`src/rtl/daq_trig_pkg.sv`:
```
// Purpose: Shared constants and types for the trigger and output timing block
// Assumes: 250 MHz system clock, plain register port
// Notes:   Offsets are word indices on the register port
package daq_trig_pkg;
   // =====================================================
   // Timing
   localparam int  CLK_PERIOD_PS    = 4000;
   localparam int  TICK_STEP_PS     = 20830;
   localparam int  MIN_UPDATE_NS    = 1000;
   localparam int  MIN_UPDATE_CYC   = (MIN_UPDATE_NS * 1000 + CLK_PERIOD_PS - 1)
                                      / CLK_PERIOD_PS;
   localparam int  STEP_CYC         = (TICK_STEP_PS + CLK_PERIOD_PS - 1)
                                      / CLK_PERIOD_PS;
   // =====================================================
   // Register offsets
   localparam logic [7:0] REG_CTRL      = 8'h00;
   localparam logic [7:0] REG_PERIOD    = 8'h01;
   localparam logic [7:0] REG_AO_WR     = 8'h02;
   localparam logic [7:0] REG_DO_WR     = 8'h03;
   localparam logic [7:0] REG_TRIG_CFG  = 8'h04;
   localparam logic [7:0] REG_LEVEL     = 8'h05;
   localparam logic [7:0] REG_PATTERN   = 8'h06;
   localparam logic [7:0] REG_CNT_LO    = 8'h07;
   localparam logic [7:0] REG_CNT_HI    = 8'h08;
   localparam logic [7:0] REG_PRE_CNT   = 8'h09;
   localparam logic [7:0] REG_STOP_CNT  = 8'h0a;
   localparam logic [7:0] REG_STATUS    = 8'h0b;
   localparam logic [7:0] REG_CTL_STAT  = 8'h0c;
   localparam logic [7:0] REG_LIM_BASE  = 8'h10;
   localparam logic [7:0] REG_LIM_LAST  = 8'h3f;
   // =====================================================
   // Control bits
   localparam int CTRL_SYNC   = 0;
   localparam int CTRL_INPACE = 1;
   localparam int CTRL_ARM    = 2;
   localparam int CTRL_HALT   = 3;
   localparam int CTRL_LIMEN  = 4;
   // =====================================================
   // Counts
   localparam int N_DO     = 8;
   localparam int N_AO     = 4;
   localparam int N_LIM    = N_DO + N_AO;
   localparam int N_CH     = 64;
   localparam int N_CNT    = 4;
   localparam int PAT_W    = 16;
   typedef enum {ST_IDLE, ST_PRE, ST_WAIT, ST_RUN, ST_DONE} acq_state_t;
   typedef enum logic [1:0] {
      SRC_ANALOG, SRC_DIGITAL, SRC_PATTERN, SRC_COUNTER} trig_src_t;
   typedef enum logic [1:0] {
      DT_HIGH, DT_LOW, DT_RISE, DT_FALL} dig_mode_t;
   typedef enum logic [1:0] {
      CM_REACH, CM_EXCEED, CM_WINDOW} cnt_mode_t;
   typedef enum logic [1:0] {
      PM_NONE_STOP, PM_PRE_STOP, PM_NONE_INF, PM_PRE_INF} pre_mode_t;
   // Scanned sample as it leaves the sequencer
   typedef struct packed {
      logic        valid;
      logic [1:0]  kind;
      logic [5:0]  chan;
      logic [31:0] value;
   } sample_t;
   // Limit entry: source, limit, hysteresis, two outputs
   typedef struct packed {
      logic [1:0]  kind;
      logic [5:0]  chan;
      logic [15:0] limit;
      logic [15:0] hyst;
      logic [15:0] val_above;
      logic [15:0] val_below;
   } limit_cfg_t;
endpackage

```
`src/rtl/daq_trigger_and_limit_output.sv`:
```
// Purpose: Trigger, stop, acquisition mode and output timing logic
// Assumes: Scan sequencer supplies samples; analog trigger comparator pin
// Notes:
//
// Design decisions made here: the strobed register port and the register addresses.
`timescale 1ns/1ps
module daq_trigger_and_limit_output
   import daq_trig_pkg::*;
(
   input  wire logic        clock_in,
   input  wire logic        sys_rst_in,
   input  wire logic [7:0]  addr_in,
   input  wire logic [31:0] wdata_in,
   input  wire logic        wr_in,
   input  wire logic        rd_in,
   output logic [31:0]      rdata_out,
   input  wire sample_t     smp_in,
   input  wire logic        conv_tick_in,
   input  wire logic        dma_valid_in,
   input  wire logic [63:0] dma_ao_in,
   input  wire logic [15:0] dma_do_in,
   input  wire logic        atrig_cmp_in,
   input  wire logic        dtrig_pin_in,
   input  wire logic [PAT_W-1:0] din_in,
   input  wire logic [127:0] counters_in,
   input  wire logic        sw_stop_in,
   output logic             dma_ready_out,
   output logic [63:0]      ao_out,
   output logic [15:0]      do_out,
   output logic             update_out,
   output logic [15:0]      atrig_level_out,
   output logic [5:0]       atrig_chan_out,
   output logic             store_out,
   output logic             trig_out,
   output logic             stop_out,
   output logic [15:0]      ctl_stat_out
);
   // =====================================================
   // Registers
   logic [4:0]   ctrl;
   logic [31:0]  period;
   logic [63:0]  ao_host;
   logic [15:0]  do_host;
   logic [31:0]  trig_cfg;
   logic [31:0]  level;
   logic [31:0]  pattern;
   logic [31:0]  cnt_lo;
   logic [31:0]  cnt_hi;
   logic [31:0]  pre_cnt;
   logic [31:0]  stop_cnt;
   logic [31:0]  lim_words [0:N_LIM*4-1];
   logic [N_LIM-1:0] lim_above;
   logic [15:0]  lim_val [0:N_LIM-1];
   acq_state_t   state;
   logic [31:0]  pace_cnt;
   logic [31:0]  pre_seen;
   logic [31:0]  scan_seen;
   logic         trig_seen;
   logic         stop_seen;
   logic [2:0]   dsync;
   logic [2:0]   async_s;
   logic         dtrig_q;
   logic         acmp_q;
   logic         pend;

   // =====================================================
   // Decode
   wire         ao_wr_hit  = wr_in && addr_in == REG_AO_WR;
   wire         do_wr_hit  = wr_in && addr_in == REG_DO_WR;
   wire         lim_hit    = addr_in >= REG_LIM_BASE && addr_in <= REG_LIM_LAST;
   wire [7:0]   lim_idx    = addr_in - REG_LIM_BASE;
   wire         sync_mode  = ctrl[CTRL_SYNC];
   wire         limit_en   = ctrl[CTRL_LIMEN];
   wire         arm_wr     = wr_in && addr_in == REG_CTRL
                             && wdata_in[CTRL_ARM];
   wire         halt_wr    = wr_in && addr_in == REG_CTRL
                             && wdata_in[CTRL_HALT];
   wire trig_src_t src     = trig_src_t'(trig_cfg[1:0]);
   wire dig_mode_t dmode   = dig_mode_t'(trig_cfg[3:2]);
   wire cnt_mode_t cmode   = cnt_mode_t'(trig_cfg[5:4]);
   wire pre_mode_t pmode   = pre_mode_t'(trig_cfg[7:6]);
   wire [1:0]   cnt_sel    = trig_cfg[9:8];
   wire         a_rise     = trig_cfg[10];
   wire [15:0]  pat_mask   = pattern[31:16];
   wire [31:0]  cnt_val    = counters_in[cnt_sel*32 +: 32];
   wire         eff_period_ok = period >= MIN_UPDATE_CYC;

   // =====================================================
   // Output pacing
   wire pace_done = pace_cnt == 32'h0000_0000;
   wire int_tick  = pace_done && dma_valid_in;
   wire tick      = sync_mode && dma_valid_in
                    && (ctrl[CTRL_INPACE] ? conv_tick_in : int_tick);

   always_ff @(posedge clock_in or posedge sys_rst_in)
   begin
      if (sys_rst_in)
         pace_cnt <= 32'h0000_0000;
      else if (tick)
         pace_cnt <= (eff_period_ok ? period : MIN_UPDATE_CYC) - 32'h1;
      else if (!pace_done)
         pace_cnt <= pace_cnt - 32'h1;
   end

   // =====================================================
   // Register writes
   always_ff @(posedge clock_in or posedge sys_rst_in)
   begin
      if (sys_rst_in)
      begin
         ctrl     <= 5'h00;
         period   <= 32'h0000_0000;
         ao_host  <= 64'h0;
         do_host  <= 16'h0000;
         trig_cfg <= 32'h0000_0000;
         level    <= 32'h0000_0000;
         pattern  <= 32'h0000_0000;
         cnt_lo   <= 32'h0000_0000;
         cnt_hi   <= 32'h0000_0000;
         pre_cnt  <= 32'h0000_0000;
         stop_cnt <= 32'h0000_0000;
      end
      else if (wr_in)
      begin
         case (addr_in)
            REG_CTRL:     ctrl <= {wdata_in[CTRL_LIMEN], 2'b00,
                                   wdata_in[CTRL_INPACE:CTRL_SYNC]};
            REG_PERIOD:   period <= wdata_in * STEP_CYC;
            REG_AO_WR:    ao_host[wdata_in[17:16]*16 +: 16] <= wdata_in[15:0];
            REG_DO_WR:    do_host <= wdata_in[15:0];
            REG_TRIG_CFG: trig_cfg <= wdata_in;
            REG_LEVEL:    level <= wdata_in;
            REG_PATTERN:  pattern <= wdata_in;
            REG_CNT_LO:   cnt_lo <= wdata_in;
            REG_CNT_HI:   cnt_hi <= wdata_in;
            REG_PRE_CNT:  pre_cnt <= wdata_in;
            REG_STOP_CNT: stop_cnt <= wdata_in;
            default:      ctrl <= ctrl;
         endcase
      end
   end

   always_ff @(posedge clock_in or posedge sys_rst_in)
   begin
      if (sys_rst_in)
      begin
         for (int k = 0; k < N_LIM*4; k++)
            lim_words[k] <= 32'h0000_0000;
      end
      else if (wr_in && lim_hit)
         lim_words[lim_idx[5:0]] <= wdata_in;
   end

   // =====================================================
   // Limit cells
   genvar gi;
   generate
      for (gi = 0; gi < N_LIM; gi++)
      begin : g_lim
         limit_cfg_t cfg;
         assign cfg = {lim_words[gi*4][7:0], lim_words[gi*4+1],
                       lim_words[gi*4+2]};
         limit_cell u_cell (
            .clock_in   (clock_in),
            .sys_rst_in (sys_rst_in),
            .en_in      (limit_en),
            .cfg_in     (cfg),
            .smp_in     (smp_in),
            .above_out  (lim_above[gi]),
            .value_out  (lim_val[gi])
         );
      end
   endgenerate

   // =====================================================
   // Trigger inputs
   always_ff @(posedge clock_in or posedge sys_rst_in)
   begin
      if (sys_rst_in)
      begin
         dsync   <= 3'b000;
         async_s <= 3'b000;
         dtrig_q <= 1'b0;
         acmp_q  <= 1'b0;
      end
      else
      begin
         dsync   <= {dsync[1:0], dtrig_pin_in};
         async_s <= {async_s[1:0], atrig_cmp_in};
         if (dsync[2] == dsync[1]) dtrig_q <= dsync[2];
         if (async_s[2] == async_s[1]) acmp_q <= async_s[2];
      end
   end

   wire d_new = (dsync[2] == dsync[1]) ? dsync[2] : dtrig_q;
   wire a_new = (async_s[2] == async_s[1]) ? async_s[2] : acmp_q;
   logic dig_hit;
   always_comb
   begin
      case (dmode)
         DT_HIGH: dig_hit = d_new;
         DT_LOW:  dig_hit = !d_new;
         DT_RISE: dig_hit = d_new && !dtrig_q;
         DT_FALL: dig_hit = !d_new && dtrig_q;
         default: dig_hit = 1'b0;
      endcase
   end
   wire ana_hit = a_rise ? (a_new && !acmp_q) : (!a_new && acmp_q);
   wire pat_hit = ((din_in ^ pattern[15:0]) & ~pat_mask) == 16'h0000;
   logic cnt_hit;
   always_comb
   begin
      case (cmode)
         CM_REACH:  cnt_hit = cnt_val == cnt_lo;
         CM_EXCEED: cnt_hit = cnt_val > cnt_lo;
         CM_WINDOW: cnt_hit = cnt_val >= cnt_lo && cnt_val <= cnt_hi;
         default:   cnt_hit = 1'b0;
      endcase
   end
   logic trig_hit;
   always_comb
   begin
      case (src)
         SRC_ANALOG:  trig_hit = ana_hit;
         SRC_DIGITAL: trig_hit = dig_hit;
         SRC_PATTERN: trig_hit = pat_hit;
         SRC_COUNTER: trig_hit = cnt_hit;
         default:     trig_hit = 1'b0;
      endcase
   end
   wire has_pre   = pmode == PM_PRE_STOP || pmode == PM_PRE_INF;
   wire stop_mode = pmode == PM_NONE_STOP || pmode == PM_PRE_STOP;
   wire scan_stop = stop_cnt != 32'h0 && scan_seen >= stop_cnt;
   wire stop_hit  = stop_mode && (sw_stop_in || scan_stop);

   // =====================================================
   // Acquisition sequencer
   always_ff @(posedge clock_in or posedge sys_rst_in)
   begin
      if (sys_rst_in)
      begin
         state     <= ST_IDLE;
         pre_seen  <= 32'h0;
         scan_seen <= 32'h0;
         trig_seen <= 1'b0;
         stop_seen <= 1'b0;
      end
      else if (arm_wr)
      begin
         state     <= has_pre ? ST_PRE : ST_WAIT;
         pre_seen  <= 32'h0;
         scan_seen <= 32'h0;
         trig_seen <= 1'b0;
         stop_seen <= 1'b0;
      end
      else
      begin
         case (state)
            ST_PRE:
            begin
               if (smp_in.valid) pre_seen <= pre_seen + 32'h1;
               if (halt_wr) state <= ST_DONE;
               else if (pre_seen + 32'h1 >= pre_cnt && smp_in.valid)
                  state <= ST_RUN;
            end
            ST_WAIT:
            begin
               if (halt_wr) state <= ST_DONE;
               else if (trig_hit && !trig_seen)
               begin
                  trig_seen <= 1'b1;
                  state     <= ST_RUN;
               end
            end
            ST_RUN:
            begin
               if (smp_in.valid) scan_seen <= scan_seen + 32'h1;
               if (halt_wr) state <= ST_DONE;
               else if (stop_hit && !stop_seen)
               begin
                  stop_seen <= 1'b1;
                  state     <= ST_DONE;
               end
            end
            ST_IDLE: state <= ST_IDLE;
            ST_DONE: state <= ST_DONE;
            default: state <= ST_IDLE;
         endcase
      end
   end

   // =====================================================
   // Outputs
   logic [63:0] next_ao;
   logic [15:0] next_do;
   logic [15:0] next_stat;
   always_comb
   begin
      next_ao   = sync_mode ? dma_ao_in : ao_host;
      next_do   = sync_mode ? dma_do_in : do_host;
      next_stat = {4'h0, lim_above};
      if (limit_en)
      begin
         for (int i = 0; i < N_AO; i++)
            next_ao[i*16 +: 16] = lim_val[N_DO+i];
         for (int i = 0; i < N_DO; i++)
            next_do[i] = lim_val[i][0];
      end
   end

   always_ff @(posedge clock_in or posedge sys_rst_in)
   begin
      if (sys_rst_in)
      begin
         ao_out          <= 64'h0;
         do_out          <= 16'h0000;
         update_out      <= 1'b0;
         dma_ready_out   <= 1'b0;
         atrig_level_out <= 16'h0000;
         atrig_chan_out  <= 6'h00;
         store_out       <= 1'b0;
         trig_out        <= 1'b0;
         stop_out        <= 1'b0;
         ctl_stat_out    <= 16'h0000;
         rdata_out       <= 32'h0000_0000;
         pend            <= 1'b0;
      end
      else
      begin
         pend <= ao_wr_hit || do_wr_hit;
         if (tick || limit_en || (!sync_mode && pend))
         begin
            ao_out <= next_ao;
            do_out <= next_do;
         end
         update_out      <= tick || (!sync_mode && pend);
         dma_ready_out   <= tick;
         atrig_level_out <= level[15:0];
         atrig_chan_out  <= trig_cfg[21:16];
         store_out       <= state == ST_RUN || state == ST_PRE;
         trig_out        <= state == ST_WAIT && trig_hit && !trig_seen;
         stop_out        <= state == ST_RUN && stop_hit && !stop_seen;
         ctl_stat_out    <= next_stat;
         if (rd_in)
         begin
            case (addr_in)
               REG_CTRL:     rdata_out <= {27'h0, ctrl};
               REG_PERIOD:   rdata_out <= period;
               REG_TRIG_CFG: rdata_out <= trig_cfg;
               REG_LEVEL:    rdata_out <= level;
               REG_PATTERN:  rdata_out <= pattern;
               REG_CNT_LO:   rdata_out <= cnt_lo;
               REG_CNT_HI:   rdata_out <= cnt_hi;
               REG_PRE_CNT:  rdata_out <= pre_cnt;
               REG_STOP_CNT: rdata_out <= stop_cnt;
               REG_STATUS:   rdata_out <= {26'h0, stop_seen, trig_seen,
                                           1'b0, 3'(state)};
               REG_CTL_STAT: rdata_out <= {16'h0, next_stat};
               default:      rdata_out <= 32'h0000_0000;
            endcase
         end
         else
            rdata_out <= 32'h0000_0000;
      end
   end

   chk_trig_once: assert property (@(posedge clock_in) disable iff (sys_rst_in)
      trig_out |=> !trig_out [*2])
      else $error("trigger reported twice");
   chk_stop_ends: assert property (@(posedge clock_in) disable iff (sys_rst_in)
      (state == ST_RUN && stop_hit && !stop_seen && !arm_wr && !halt_wr)
      |=> state == ST_DONE ##1 !store_out)
      else $error("stop did not end storing");
   chk_pace_min: assert property (@(posedge clock_in) disable iff (sys_rst_in)
      (tick && !ctrl[CTRL_INPACE]) |=> !tick [*8])
      else $error("update period too short");
   chk_halt_ends: assert property (@(posedge clock_in) disable iff (sys_rst_in)
      (halt_wr && !arm_wr && (state == ST_PRE || state == ST_WAIT
       || state == ST_RUN)) |=> state == ST_DONE)
      else $error("halt did not end acquisition");
   chk_async_update: assert property (@(posedge clock_in) disable iff (sys_rst_in)
      (!sync_mode && pend) |=> update_out)
      else $error("host write did not update outputs");
endmodule

```
`src/rtl/limit_cell.sv`:
```
// Purpose: One limit comparison with hysteresis
// Assumes: Samples arrive as a one-cycle valid from the scan
// Notes:   State changes on the sample's cycle, output next edge
`timescale 1ns/1ps
module limit_cell
   import daq_trig_pkg::*;
(
   input  wire logic       clock_in,
   input  wire logic       sys_rst_in,
   input  wire logic       en_in,
   input  wire limit_cfg_t cfg_in,
   input  wire sample_t    smp_in,
   output logic            above_out,
   output logic [15:0]     value_out
);
   // ==================================================
   // Compare
   wire        hit   = en_in && smp_in.valid && smp_in.kind == cfg_in.kind
                       && smp_in.chan == cfg_in.chan;
   wire [16:0] hi_th = {1'b0, cfg_in.limit} + {1'b0, cfg_in.hyst};
   wire [16:0] lo_th = {1'b0, cfg_in.limit} - {1'b0, cfg_in.hyst};
   wire [16:0] v     = {1'b0, smp_in.value[15:0]};
   wire        go_up = v > hi_th;
   wire        go_dn = lo_th[16] ? 1'b0 : v < lo_th;

   always_ff @(posedge clock_in or posedge sys_rst_in)
   begin
      if (sys_rst_in)
      begin
         above_out <= 1'b0;
         value_out <= 16'h0000;
      end
      else
      begin
         if (hit && go_up) above_out <= 1'b1;
         else if (hit && go_dn) above_out <= 1'b0;
         value_out <= above_out ? cfg_in.val_above : cfg_in.val_below;
      end
   end

   chk_hyst_hold: assert property (@(posedge clock_in) disable iff (sys_rst_in)
      (hit && !go_up && !go_dn) |=> above_out == $past(above_out))
      else $error("limit output moved inside hysteresis band");
endmodule

```
`config.mk`:
```
export PLATFORM = sky130hd
export DESIGN_NAME = daq_trigger_and_limit_output
export DESIGN_NICKNAME = d
export VERILOG_FILES = /design/src/rtl/daq_trig_pkg.sv /design/src/rtl/daq_trigger_and_limit_output.sv /design/src/rtl/limit_cell.sv
export SDC_FILE = /design/constraint.sdc
export NUM_CORES = 2
export LEC_CHECK = 0
export BUFFER_PORTS_ARGS = -buffer_cell sky130_fd_sc_hd__buf_2
export CORE_MARGIN = 2
export CORE_UTILIZATION = 44
export CTS_CLUSTER_DIAMETER = 120
export DETAILED_ROUTE_END_ITERATION = 12
export SLEW_MARGIN = 20
export SYNTH_ARGS = -nofsm -noshare
export SYNTH_HDL_FRONTEND = slang
export SYNTH_SLANG_ARGS = --single-unit
```
`constraint.sdc`:
```
create_clock -name clock_in -period 97.2 [get_ports clock_in]
set_input_delay 19.44 -clock clock_in [delete_from_list [all_inputs] [get_ports clock_in]]
set_output_delay 19.44 -clock clock_in [all_outputs]
set_load 0.1 [all_outputs]
```
Word-level counts from Yosys, hierarchy flattened:

Index checks and enable logic that the tools add are counted.

* memories: 0
* input port bits: 314
* word-level logic and storage cells: 461
* bits in read-only memories: 0
* bits in latches: 0
* RAM bits: 0
* output and inout bits: 155
* register bits: 2248

* shifts and indexed selects: 3
* reduce and logical (&&, ||, !) cells: 132
* multipliers: 1
* bitwise logic cells: 4
* divide/modulo/power cells: 0
* equal/unequal tests: 61
* add/subtract/negate cells: 30
* muxes and demuxes: 91
* magnitude comparators: 34

Operator list (number)
* $bwmux 1536: 1
* $mux 32: 18
* $pmux 32 s11: 1
* $add 16x16->17: 12
* $gt 16x17->1: 12
* $lt 16x17->1: 12
* $sub 16x16->17: 12
* $demux 32 s6: 1
* $mux 64: 2
* $pmux 32 s4: 1
* $shiftx 128x8->32: 1
* $eq 32x2->1 const B: 3
* $eq 32x3->1 const B: 3
* $ge 32x32->1: 3
* $mux 16: 5
* $logic_and 1x1->1: 75
* $eq 6x6->1: 12
* $add 32x1->32 const B: 2
* $bwmux 64: 1
* $shift 16x34->64 const A: 1
* $shiftx 16x34->64: 1
* $sub 32x1->32 const B: 2
* $mux 1: 56
* $eq 8x4->1 const B: 5
* other kinds (40): 114

Longest topological paths before layout:

* depth after elaboration: 11
* mapped depth: 22

By module:

A second synthesis with hierarchy kept.

* cell total of the unflattened synthesis: 9459
* area, all modules: 99909.6 µm²

Modules (own cells, without submodules)
* daq_trigger_and_limit_output: seq. area each 36610.1 µm², instances 1, cells an instance 5310, area each 64406.8 µm²
* limit_cell (g_lim[11].u_cell ...): seq. area each 425.4 µm², instances 7, cells an instance 342, area each 2930.3 µm²
* limit_cell (g_lim[7].u_cell ...): seq. area each 425.4 µm², instances 3, cells an instance 354, area each 3047.9 µm²
* limit_cell (g_lim[10].u_cell): seq. area each 425.4 µm², instances 1, cells an instance 347, area each 2942.8 µm²
* limit_cell (g_lim[0].u_cell): seq. area each 425.4 µm², instances 1, cells an instance 346, area each 2904.0 µm²

Worst setup path after synthesis:

No wires, ideal clock.

* kind: input to register
* start: input port dma_valid_in
* end: register pace_cnt[28]
* required time: 97068 ps
* path slack: 74701 ps
* setup time: 132 ps
* data arrival time: 22367 ps
* stages: 14
* buffers on the path: 3
* path through: o211ai_1 > or2_0 > buf_2 > inv_2 > clkbuf_1 > buf_1 > a31o_2 > ha_1 > a21bo_2 > or4b_1 > a21o_1 > a21oi_1 > xor2_1 > nor2_1

* word-level cells in the longest chain between the ends: 4

Ends and longest elaborated chain
* start: declaration: line daq_trigger_and_limit_output.sv:19 `input wire logic dma_valid_in,`
* $logic_and 1x1->1: line daq_trigger_and_limit_output.sv:91 `wire int_tick = pace_done && dma_valid_in;`
* $mux 1: line daq_trigger_and_limit_output.sv:93 `&& (ctrl[CTRL_INPACE] ? conv_tick_in : int_tick);`
* $logic_and 1x1->1 (*): line daq_trigger_and_limit_output.sv:93
* via tick: line daq_trigger_and_limit_output.sv:92 `wire tick = sync_mode && dma_valid_in`
* $ne 2x1->1 (no source line) / $mux 32 (equally long branches)
* end signal: assignment: line daq_trigger_and_limit_output.sv:100 `pace_cnt <= (eff_period_ok ? period : MIN_UPDATE_CYC) - 32'h1;`
* end signal: assignment: line daq_trigger_and_limit_output.sv:102 `pace_cnt <= pace_cnt - 32'h1;`
* end: declaration: line daq_trigger_and_limit_output.sv:55 `logic [31:0] pace_cnt;`

Mark *: on every way through the listed nets, which the timed path passes. The rest lies on a longest branch.
A chain may end at the register's enable or synchronous reset.

==> flow_summary_export.csv <==
group,metric,value,unit
outcome,status,"finished clean",
finish,nNetsFinal,9979,
yosys,netlist_area,84100,um^2
floorplanning,core_area,190000,um^2
power_and_ir_drop,pwr-share-seq,0.367,
setup_path,worstPathArrival,23.35,ns
clock_tree,root_buffer,"clkbuf_16",
global_routing,antenna_found_initial,46,
sta,period_needed,22.51,ns
yosys,synth_fa_ha_area_frac,0.143,
job,maxCapViolations,0,
clock_tree,cts_setup_buffers,0,
place,port_buffers,448,
route,drc,0,
power_and_ir_drop,ir_worst_vdd,22.1,uV
yosys,synth-seq-cells,1307,
global_routing,grt_pass1_vias,64200,
clock_tree,clk_pin_slew,0.06,ns
yosys,ys.flop_type,"dfrtp_1",
setup_path,critPathLaunchType,"input pin",
global_routing,grtUsageTotal,0.287,
route,met2WireLength,126000,um
yosys,synth_top_family_by_area,"adder cells",
sta,slew_violations,0,
yosys,synth-warning-count,0,
finish,utilization,0.495,
route,wl_met3,19500,um
setup_path,r2r-end,"trig_out",
finish,final-instance-count-excl-fill,11400,
setup_path,required,98.04,ns
global_routing,grt_max_degree,106,
setup_path,end_kind,"asynchronous set/reset pin",
setup_path,cp_max_fo,105,
clock_tree,cts_tree,"yes",
yosys,ys_async_sr_fraction,1.00,
setup_path,cp.depth,6,
route,wl_met1,122000,um
setup_path,crit_path_end,"do_out[12]",
finish,layout_commonest_cell,"dfrtp_1",
yosys,synth_area_leaders,"dfrtp_1 39%, ha_1 14%, mux2_2 9.9%",
setup_path,crit_path_cell_trace,"buf_2 > inv_8 > buf_4 > buf_4 > buf_4 > buf_4",
power_and_ir_drop,power.total,1700,uW
sta,fmax,0.0444,GHz
clock_tree,cts-htree-levels,4,
yosys,synth_top_cell_by_area,"dfrtp_1",
sta,slew_headroom,0.244,
place,hpwl,192000,um
sta,hold_violations,0,
global_routing,grt-ovfl-total,0,
sta,worst_slew_pin_slew,1.12,ns
floorplanning,die_w,441,um
setup_path,max_stage_delay,0.78,ns
floorplanning,io_pins,469,
setup_path,rr_worst_depth,11,
route,drt_iter0_markers,5601,
yosys,synthXorXnorAreaFrac,0.0608,
setup_path,crit_slowest_cell,"buf_4",
global_routing,grt_pass1_wl,416000,um
finish,drive_above_1_share,0.191,
route,vias,65800,
floorplanning,die_area,195000,um^2
route,highest_layer,"met5",
sta,fin_setup_tns,0,ns
setup_path,cp_top_family,"buffers and inverters",
sta,setup_viol,0,
clock_tree,cts_resized,0,
place,dp.cells,11100,
route,wirelength,282000,um
power_and_ir_drop,cellPowerDensity,18.0,nW/um^2
power_and_ir_drop,p_leak,0.0453,uW
route,ant_nets,0,
finish,syn2layout_area_growth,12.0,%
finish,final_cell_mix,"1303 x dfrtp_1, 920 x ha_1, 738 x mux2_2",
power_and_ir_drop,combPwrFrac,0.286,
setup_path,critPathLaunch,"sys_rst_in",
floorplanning,die_h,441,um
setup_path,critPathBufInv,6,
floorplanning,initial_core_util,0.443,
clock_tree,worstSkewPairLatency,0.83,ns
yosys,yosysTopAreaCellShare,0.389,
clock_tree,numCtsBuffers,150,
yosys,yosys-mux-area-fraction,0.120,
setup_path,rr_startpoint,"trig_cfg[8]",
setup_path,path_common_cell,"buf_4",
route,firstDrtPassIters,6,
setup_path,r2r_setup_slack,92.23,ns
yosys,synth_edf_count,0,
place,gp_congestion,0.955,
yosys,syn_avg_cell_area,10.0,um^2
sta,whs,0.357,ns
power_and_ir_drop,switching_share,0.359,
yosys,synthCells,8410,
hold_path,hold_path.class,"reg -> reg",
power_and_ir_drop,clkPwrFrac,0.347,
route,viasPerCell,5.79,
sta,worst_clock_skew,0.0419,ns
clock_tree,clock_path_buffers,3,
yosys,synth_compound_area_frac,0.134,
sta,period_share,0.232,
yosys,yosys.area_share.simple,0.109,
power_and_ir_drop,p_sw,609,uW
setup_path,worstSetupPathType,"in -> async",
route,post_drt_wl_per_cell,24.8,um
clock_tree,cts.sinks,1307,
sta,rsz0062_at_grt,"no",
yosys,synth_cell_types,83,
yosys,ys_seq_area_frac,0.389,
power_and_ir_drop,internal-power,1090,uW
floorplanning,num_rows,160,
clock_tree,cts_hold_buf,0,
-- area by class of cell --
type | count | area [um^2]
Timing Repair Buffer | 582 | 3260
Antenna cell | 17 | 42.5
Clock buffer | 208 | 4260
Inverter | 554 | 2090
Sequential cell | 1307 | 32700
Multi-Input combinational cell | 6125 | 47800
Fill cell | 17300 | 95900
Clock inverter | 61 | 806
Tap cell | 2511 | 3140
-- metrics by stage --
step	cell area [um^2]	setup slack [ns]
CTS	94100	74.54
detailed placement	89000	73.63
floorplan	84100	40.92
global route	94100	74.05
finish	94100	74.69
global placement	89000	73.74
-- worst register-to-register path, cell delays in order, from the launching register on --
cell,delay [ns]
dfrtp_2,0.61
buf_4,0.52
mux4_2,0.67
ha_1,0.34
nand4_1,0.20
nor4_1,0.81
nand3_1,0.40
o211ai_1,0.19
a221o_1,0.28
nand4_1,0.14
o22ai_1,0.34
nor2b_1,0.36
-- cells by family after synthesis --
| kind of cell | Yosys count |
|---|---|
| and+or+nand+nor | 1926 |
| other | 1 |
| buffers and inverters | 981 |
| muxes | 876 |
| DFF | 1307 |
| adders and majority gates | 947 |
| xor gates and xnor gates | 584 |
| AOI/OAI and AO/OA | 1788 |
-- per-layer routing --
layer / global-route usage / vias up
met5: 0 / -
met3: 0.0488 / 536
met2: 0.443 / 2300
met1: 0.392 / 32700
met4: 0.138 / 6
li1: - / 30200
-- sequential cells by signal (all words and copies together), names as in the netlist, 16 cells and up --
signal	count
ao_host	64
ao_out	64
atrig_level_out	16
cnt_hi	32
cnt_lo	32
do_host	16
do_out	16
g_lim.cfg	624
g_lim.u_cell.value_out	72
level	32
pace_cnt	32
pattern	32
period	31
pre_cnt	32
pre_seen	32
rdata_out	32
scan_seen	32
stop_cnt	32
trig_cfg	32
-- worst min path at each step --
| stage | end | slack [ns] | cells past startpoint | startpoint |
|---|---|---|---|---|
| 2_1_floorplan | async_s[1] | 0.33 | 0 | async_s[0] |
| 3_3_place_gp | async_s[1] | 0.34 | 0 | async_s[0] |
| 3_5_place_dp | async_s[1] | 0.35 | 0 | async_s[0] |
| 4_1_cts | dsync[1] | 0.36 | 0 | dsync[0] |
| 5_1_grt | dsync[1] | 0.37 | 0 | dsync[0] |
| 6_report | async_s[1] | 0.36 | 0 | async_s[0] |
-- cells in the mapped netlist, types with 156 or more instances --
cell type / number
a21o_1: 156
clkbuf_1: 380
inv_1: 552
xnor2_1: 379
ha_1: 920
nor2_1: 372
mux2_2: 738
nand2_1: 728
a21oi_1: 368
dfrtp_1: 1307
o21ai_0: 618
xor2_1: 205
-- power groups by stage --
stage | sequential [uW] | clock (uW) | combinational, uW
after global placement | 629 | 0 | 474
final | 622 | 589 | 485
after global routing | 626 | 620 | 531
after detailed placement | 630 | 0 | 482
after CTS | 621 | 597 | 485
after floorplan | 728 | 0 | 257
Note: power is estimated with default switching activity, not from simulation.
